File: config.mk
export PLATFORM = sky130hd
export DESIGN_NAME = cea_unit
export DESIGN_NICKNAME = d
export VERILOG_FILES = /design/src/rtl/cea_pkg.sv /design/src/rtl/cea_unit.sv
export VERILOG_INCLUDE_DIRS = /design/src /design/src/rtl
export SDC_FILE = /design/constraint.sdc
export NUM_CORES = 1
export LEC_CHECK = 0
export BUFFER_PORTS_ARGS = -buffer_cell sky130_fd_sc_hd__buf_2
export CAP_MARGIN = 20
export CORE_ASPECT_RATIO = 0.75
export CORE_UTILIZATION = 54
export CTS_BUF_LIST = sky130_fd_sc_hd__clkbuf_4 sky130_fd_sc_hd__clkbuf_8
export CTS_CLUSTER_DIAMETER = 120
export DETAILED_ROUTE_END_ITERATION = 10
export PLACE_DENSITY = 0.79
export SYNTH_ARGS = -nofsm -noshare
export SYNTH_HDL_FRONTEND = slang
export SYNTH_SLANG_ARGS = --single-unit
File: constraint.sdc
create_clock -name i_mclk -period 4.2 [get_ports i_mclk]
set_input_delay 0.84 -clock i_mclk [delete_from_list [all_inputs] [get_ports i_mclk]]
set_output_delay 0.84 -clock i_mclk [all_outputs]
set_load 0.01 [all_outputs]
File: src/rtl/cea_consts.svh
// constants for the effective-address unit
`ifndef CEA_CONSTS_SVH
`define CEA_CONSTS_SVH
`define CEA_ADDR_W 16
`define CEA_DATA_W 8
`define CEA_PAGE0_HI 8'h00
`define CEA_MODE_W 5
`endif

File: src/rtl/cea_pkg.sv
// types for the effective-address unit
`default_nettype none
`include "cea_consts.svh"
package cea_pkg;
  typedef enum logic [4:0] {
    M_INH = 5'h00, M_IMM = 5'h01, M_DIR_S = 5'h02, M_DIR_L = 5'h03,
    M_IDX_0 = 5'h04, M_IDX_S = 5'h05, M_IDX_L = 5'h06, M_IND_S = 5'h07,
    M_IND_L = 5'h08, M_IIX_S = 5'h09, M_IIX_L = 5'h0a, M_REL_D = 5'h0b,
    M_REL_I = 5'h0c, M_BIT_D = 5'h0d, M_BIT_I = 5'h0e, M_BTJ_D = 5'h0f,
    M_BTJ_I = 5'h10
  } cea_mode_e;
  typedef enum logic [2:0] {
    S_IDLE = 3'b000, S_OPB = 3'b001, S_OPB2 = 3'b010, S_PTR = 3'b011,
    S_PTR2 = 3'b100, S_JOFF = 3'b101, S_DONE = 3'b110
  } cea_state_e;
  typedef struct packed {
    cea_mode_e mode;
    logic use_y;
    logic rmw;
    logic [15:0] pc;
    logic [7:0] x;
    logic [7:0] y;
  } cea_req_s;
  typedef struct packed {
    logic [15:0] ea;
    logic [7:0] imm;
    logic [7:0] rel;
    logic [15:0] next_pc;
    logic is_imm;
    logic is_rel;
    logic err;
  } cea_res_s;
endpackage
`default_nettype wire

File: src/rtl/cea_unit.sv
// operand fetch and effective-address generation
`timescale 1ns/1ns
`default_nettype none
`include "cea_consts.svh"
module cea_unit (
  // clock and reset
  input wire logic i_mclk,
  input wire logic i_nrst,
  // request from the sequencer; pc points just past the opcode
  input wire logic i_start,
  input wire cea_pkg::cea_req_s i_req,
  // memory read port, data valid the cycle after o_rd
  output logic o_rd,
  output logic [`CEA_ADDR_W-1:0] o_addr,
  input wire logic [`CEA_DATA_W-1:0] i_rdata,
  // result
  output logic o_busy,
  output logic o_done,
  output cea_pkg::cea_res_s o_res
);
  // ---------------------------------------------------------------
  // reset release
  // ---------------------------------------------------------------
  logic rst_q1;
  logic rst_n;
  always_ff @(posedge i_mclk or negedge i_nrst) begin
    if (!i_nrst) begin
      rst_q1 <= 1'b0;
      rst_n <= 1'b0;
    end else begin
      rst_q1 <= 1'b1;
      rst_n <= rst_q1;
    end
  end

  // ---------------------------------------------------------------
  // mode decode
  // ---------------------------------------------------------------
  function automatic logic is_long(input cea_pkg::cea_mode_e m);
    is_long = (m == cea_pkg::M_DIR_L) || (m == cea_pkg::M_IDX_L) ||
              (m == cea_pkg::M_IND_L) || (m == cea_pkg::M_IIX_L);
  endfunction

  function automatic logic is_ptr(input cea_pkg::cea_mode_e m);
    is_ptr = (m == cea_pkg::M_IND_S) || (m == cea_pkg::M_IND_L) ||
             (m == cea_pkg::M_IIX_S) || (m == cea_pkg::M_IIX_L) ||
             (m == cea_pkg::M_REL_I) || (m == cea_pkg::M_BIT_I) ||
             (m == cea_pkg::M_BTJ_I);
  endfunction

  function automatic logic is_idx(input cea_pkg::cea_mode_e m);
    is_idx = (m == cea_pkg::M_IDX_0) || (m == cea_pkg::M_IDX_S) ||
             (m == cea_pkg::M_IDX_L) || (m == cea_pkg::M_IIX_S) ||
             (m == cea_pkg::M_IIX_L);
  endfunction

  function automatic logic is_word_ptr(input cea_pkg::cea_mode_e m);
    is_word_ptr = (m == cea_pkg::M_IND_L) || (m == cea_pkg::M_IIX_L);
  endfunction

  function automatic logic is_bitjump(input cea_pkg::cea_mode_e m);
    is_bitjump = (m == cea_pkg::M_BTJ_D) || (m == cea_pkg::M_BTJ_I);
  endfunction

  // page-zero addresses never carry into the high byte
  function automatic logic [15:0] page0(input logic [7:0] b);
    page0 = {`CEA_PAGE0_HI, b};
  endfunction

  function automatic logic [15:0] sext(input logic [7:0] b);
    sext = {{8{b[7]}}, b};
  endfunction

  // ---------------------------------------------------------------
  // sequencer state
  // ---------------------------------------------------------------
  cea_pkg::cea_state_e state;
  cea_pkg::cea_state_e next_state;
  cea_pkg::cea_req_s req;
  cea_pkg::cea_req_s next_req;
  logic [15:0] pc;
  logic [15:0] next_pc;
  logic [15:0] word;
  logic [15:0] next_word;
  logic [7:0] ptr;
  logic [7:0] next_ptr;
  logic rd;
  logic next_rd;
  logic [15:0] addr;
  logic [15:0] next_addr;
  logic done;
  logic next_done;
  logic busy;
  logic next_busy;
  cea_pkg::cea_res_s res;
  cea_pkg::cea_res_s next_res;
  logic [7:0] idx;
  logic [15:0] sum;
  logic [15:0] rel_tgt;

  assign idx = req.use_y ? req.y : req.x;

  // ---------------------------------------------------------------
  // next-state logic
  // ---------------------------------------------------------------
  // every fetch state waits out the strobe cycle: data lands one
  // cycle after o_rd, so each byte costs two clocks
  always_comb begin
    next_state = state;
    next_req = req;
    next_pc = pc;
    next_word = word;
    next_ptr = ptr;
    next_rd = 1'b0;
    next_addr = addr;
    next_done = 1'b0;
    next_busy = busy;
    next_res = res;
    sum = 16'h0000;
    rel_tgt = 16'h0000;
    case (state)
      cea_pkg::S_IDLE: begin
        if (i_start) begin
          next_req = i_req;
          next_pc = i_req.pc;
          next_word = 16'h0000;
          next_res = '0;
          next_busy = 1'b1;
          if (i_req.rmw && is_long(i_req.mode)) begin
            next_res.err = 1'b1;
            next_state = cea_pkg::S_DONE;
          end else if (i_req.mode == cea_pkg::M_INH ||
                       (i_req.mode == cea_pkg::M_IDX_0 && !i_req.use_y)) begin
            next_state = cea_pkg::S_DONE;
          end else begin
            // second index register costs one prefix-free byte fetch
            next_rd = 1'b1;
            next_addr = i_req.pc;
            next_pc = i_req.pc + 16'h0001;
            next_state = cea_pkg::S_OPB;
          end
        end
      end
      cea_pkg::S_OPB: begin
        if (!rd) begin
          next_word = {word[7:0], i_rdata};
          if (is_long(req.mode) && !is_ptr(req.mode)) begin
            next_rd = 1'b1;
            next_addr = pc;
            next_pc = pc + 16'h0001;
            next_state = cea_pkg::S_OPB2;
          end else if (is_ptr(req.mode)) begin
            next_ptr = i_rdata;
            next_rd = 1'b1;
            next_addr = page0(i_rdata);
            next_state = cea_pkg::S_PTR;
          end else begin
            next_state = cea_pkg::S_DONE;
          end
        end
      end
      cea_pkg::S_OPB2: begin
        if (!rd) begin
          next_word = {word[7:0], i_rdata};
          next_state = cea_pkg::S_DONE;
        end
      end
      cea_pkg::S_PTR: begin
        if (!rd) begin
          next_word = {8'h00, i_rdata};
          if (is_word_ptr(req.mode)) begin
            next_word = {i_rdata, 8'h00};
            next_rd = 1'b1;
            // low byte of a word pointer wraps inside page zero
            next_addr = page0(ptr + 8'h01);
            next_state = cea_pkg::S_PTR2;
          end else begin
            next_state = cea_pkg::S_DONE;
          end
        end
      end
      cea_pkg::S_PTR2: begin
        if (!rd) begin
          next_word = {word[15:8], i_rdata};
          next_state = cea_pkg::S_DONE;
        end
      end
      cea_pkg::S_JOFF: begin
        if (!rd) begin
          next_word = {8'h00, i_rdata};
          next_state = cea_pkg::S_DONE;
        end
      end
      cea_pkg::S_DONE: begin
        next_res.next_pc = pc;
        // bit-test-jump: offset byte follows the address byte
        if (is_bitjump(req.mode) && !res.is_rel && !res.err) begin
          next_res.ea = word;
          next_res.is_rel = 1'b1;
          next_rd = 1'b1;
          next_addr = pc;
          next_pc = pc + 16'h0001;
          next_state = cea_pkg::S_JOFF;
        end else begin
          if (res.is_rel) begin
            // jump offset from the bit-test path
            rel_tgt = pc + sext(word[7:0]);
            next_res.rel = word[7:0];
            next_res.next_pc = rel_tgt;
          end else begin
            case (req.mode)
              cea_pkg::M_IMM: begin
                next_res.imm = word[7:0];
                next_res.is_imm = 1'b1;
              end
              cea_pkg::M_IDX_0: next_res.ea = page0(idx);
              cea_pkg::M_IDX_S, cea_pkg::M_IDX_L, cea_pkg::M_IIX_S,
              cea_pkg::M_IIX_L: begin
                sum = word + {8'h00, idx};
                next_res.ea = sum;
              end
              cea_pkg::M_REL_D, cea_pkg::M_REL_I: begin
                rel_tgt = pc + sext(word[7:0]);
                next_res.rel = word[7:0];
                next_res.is_rel = 1'b1;
                next_res.next_pc = rel_tgt;
              end
              cea_pkg::M_INH: next_res.ea = 16'h0000;
              default: next_res.ea = word;
            endcase
          end
          next_done = 1'b1;
          next_busy = 1'b0;
          next_state = cea_pkg::S_IDLE;
        end
      end
      default: next_state = cea_pkg::S_IDLE;
    endcase
  end

  // ---------------------------------------------------------------
  // state registers
  // ---------------------------------------------------------------
  always_ff @(posedge i_mclk or negedge rst_n) begin
    if (!rst_n) begin
      state <= cea_pkg::S_IDLE;
      req <= '0;
      pc <= 16'h0000;
      word <= 16'h0000;
      ptr <= 8'h00;
      rd <= 1'b0;
      addr <= 16'h0000;
      done <= 1'b0;
      busy <= 1'b0;
      res <= '0;
    end else begin
      state <= next_state;
      req <= next_req;
      pc <= next_pc;
      word <= next_word;
      ptr <= next_ptr;
      rd <= next_rd;
      addr <= next_addr;
      done <= next_done;
      busy <= next_busy;
      res <= next_res;
    end
  end

  // ---------------------------------------------------------------
  // outputs, all straight from flops
  // ---------------------------------------------------------------
  assign o_rd = rd;
  assign o_addr = addr;
  assign o_done = done;
  assign o_busy = busy;
  assign o_res = res;
endmodule // cea_unit
`default_nettype wire

==> run_results.csv <==
group,metric,value,unit
timing,rsz0062_at_grt,"false",
clock_network,cts_setup_buffers,0,
critical_path,end_kind,"flop",
synthesis,yosys_warnings,0,
clock_network,cts_resized,0,
clock_network,clk_latency,0.46,ns
floorplanning,die_area,15800,um^2
critical_path,worstPathMaxFanout,9,
synthesis,syn_area,8270,um^2
synthesis,synth_seq_cells,137,
clock_network,cts_tree,"yes",
timing,hold_slack,0.144,ns
critical_path,max_stage_delay,0.57,ns
job,cap_violations,0,
global_routing,grt_remaining_overflow,0,
synthesis,synth_edf_count,0,
global_routing,grt.total_usage,30.4,%
global_routing,grt_max_degree,77,
global_routing,grt_antenna_before_repair,0,
timing,slew_headroom,33.3,%
drt,antenna_left,0,
status,status,"completed",
clock_network,cts_buffer_depth,2,
synthesis,syn-instance-count,921,
power_and_ir_drop,leakage,4.45,nW
drt,vias,7580,
clock_network,cts_made_buffers,17,
global_routing,grt_pass1_wl,36200,um
synthesis,synthTopCellsByArea,"dfrtp_1, nand2_1, o21ai_0, ha_1, a21oi_1",
power_and_ir_drop,vdd_drop_max,377,uV
synthesis,ys_dominant_reg_cell,"dfrtp_1",
timing,period_share,72.0,%
critical_path,crit_start,"req[33]$_DFFE_PN0P_",
final_layout,drive_gt1_share,19.7,%
clock_network,htreeDepth,4,
critical_path,crit_type,"reg2reg",
floorplanning,num_rows,38,
global_routing,grt_pass1_vias,6758,
placement,numPortBuffers,119,
timing,finalSetupViolations,0,
critical_path,crit_slowest_cell,"dfrtp_1",
drt,firstDrtPassIters,5,
placement,preCtsSetupSlack,1.28,ns
critical_path,worstSetupStartpointType,"flop",
floorplanning,die_width,145,um
placement,gp_congestion,0.956,
floorplanning,io_pins,120,
timing,max_freq,0.331,GHz
power_and_ir_drop,p_per_area,839,nW/um^2
timing,finalHoldViolations,0,
clock_network,hold_buffers,0,
hold_path,hp-class,"in2async",
critical_path,r2r-start,"req[33]$_DFFE_PN0P_",
synthesis,syn_avg_cell_area,8.98,um^2
final_layout,fin_util,64.0,%
final_layout,area_growth,13.7,%
synthesis,synth-seq-area-share,41.5,%
synthesis,syn_nets,999,
clock_network,clock_sinks,137,
timing,finalCriticalPeriod,3.02,ns
drt,viasPerCell,6.14,
drt,wl,22700,um
critical_path,arrival,3.41,ns
floorplanning,chipHeight,109,um
synthesis,async_flop_share,100,%
timing,fin_worst_skew,0.0164,ns
critical_path,cp_cell_sequence,"mux2_2, ha_1, inv_1, fa_1, nor2b_1, o21ai_0, a21oi_1, o2111ai_1, a21oi_1, o21ai_0, a22o_1",
final_layout,diodes,0,
synthesis,yosysUniqueCellTypes,74,
floorplanning,initial_utilization,56.3,%
synthesis,synth_top_cell_by_area,"dfrtp_1",
timing,max_slew.worst_pin.slew,1.00,ns
synthesis,yosysMostFrequentCell,"nand2_1",
synthesis,yosys-top-cells-count,"nand2_1, dfrtp_1, o21ai_0, nor2_1, a21oi_1",
drt,drc_errors,0,
critical_path,worst_ep_required_time,4.59,ns
final_layout,n_fill_cell,1267,
timing,tns,0,ns
timing,setup_slack,1.18,ns
synthesis,synth_top_area_share,41.5,%
clock_network,cts_root_buffer,"clkbuf_8",
clock_network,clk_pin_slew_worst_paths,0.08,ns
timing,drv_slew,0,
floorplanning,coreArea,14700,um^2
drt,wl_per_cell,18.4,um
placement,dp_hpwl,16600,um
final_layout,nNetsFinal,1099,
drt,drt_iter0_drc,904,
registers in the layout, indices dropped and copies added, names as in the netlist:
| name | cells |
|---|---|
| o_res | 51 |
| req | 22 |
| o_addr | 16 |
| pc | 16 |
| word | 16 |
| ptr | 8 |
| state | 3 |
| o_busy | 1 |
| o_done | 1 |
| o_rd | 1 |
| rst_n | 1 |
| rst_q1 | 1 |
cells in the final DEF, fill, tap and decap left out, drive strengths merged, types with 4 or more instances in the layout:
cell type,instances
nand4,8
o21ai,69
xor2,20
a22o,27
o31ai,11
and3,16
ha,26
nand2,149
a31oi,5
xnor2,22
o311ai,4
inv,25
a222oi,7
a21oi,53
nor2,57
a221oi,4
a22oi,21
a21o,12
clkinv,5
nand2b,9
buf,131
nand3,40
o22ai,6
nor4,9
mux2,30
nor3,15
dfrtp,137
nor2b,10
o211ai,6
clkbuf,23
a211oi,6
and2,7
o21bai,4
mux2i,8
final cells by class:
| cell class | instances | area [um^2] | area share, % |
|---|---|---|---|
| Sequential cell | 137 | 3430 | 36.5 |
| Tap cell | 200 | 250 | 2.66 |
| Clock inverter | 9 | 123 | 1.30 |
| Timing Repair Buffer | 131 | 689 | 7.33 |
| Clock buffer | 23 | 292 | 3.10 |
| Multi-Input combinational cell | 709 | 4520 | 48.1 |
| Inverter | 25 | 93.8 | 0.998 |
metrics by stage:
step                std cells  cell area, um^2  power [mW]
finish                   1234             9400        7.89
global route             1234             9400        8.49
CTS                      1234             9400        7.83
detailed placement       1202             8990        6.65
global placement         1201             8980        6.53
floorplan                 921             8270        5.51
per-layer routing:
layer / vias up / wire (um) / global-route usage (%)
met5: - / 0 / 0
met4: 0 / 318 / 9.02
met3: 36 / 2260 / 7.07
met2: 379 / 9370 / 41.2
met1: 3611 / 10700 / 47.2
li1: 3554 / - / -
final timing paths:
| path | to | slack [ns] | cells after the start |
|---|---|---|---|
| max | o_res[45]$_DFFE_PN0P_ | 1.18 | 11 |
| min in group i_mclk | rst_n$_DFF_PN0_ | 0.36 | 0 |
| max in group asynchronous | o_res[38]$_DFFE_PN0P_ | 2.74 | 1 |
| min reg2reg | rst_n$_DFF_PN0_ | 0.36 | 0 |
| min | rst_n$_DFF_PN0_ | 0.14 | 1 |
| max reg2reg | o_res[45]$_DFFE_PN0P_ | 1.18 | 11 |
power breakdown:
| group | internal (mW) | switching (mW) |
|---|---|---|
| clock network | 0.639 | 0.506 |
| logic | 1.77 | 2.35 |
| registers | 1.87 | 0.754 |
| total | 4.27 | 3.61 |
critical path, delay by kind of cell (launching register included):
family / cells / cell delay, ns
compound gates: 6 / 1.43
flops: 1 / 0.57
fa+ha+maj: 2 / 0.41
mux: 1 / 0.40
buf+inv: 1 / 0.07
simple gates: 1 / 0.06
logic make-up (layout without fill, tap and decap cells):
group	after synthesis	after routing	share of synthesized area, %
other cells	1	1	0.0454
xor+xnor	42	42	4.45
buf+inv	75	188	3.83
mux	38	38	5.42
simple gates	336	336	18.9
flops	137	137	41.5
fa+ha+maj	28	28	4.42
compound gates	264	264	21.4
(Power assumes the default switching activity.)
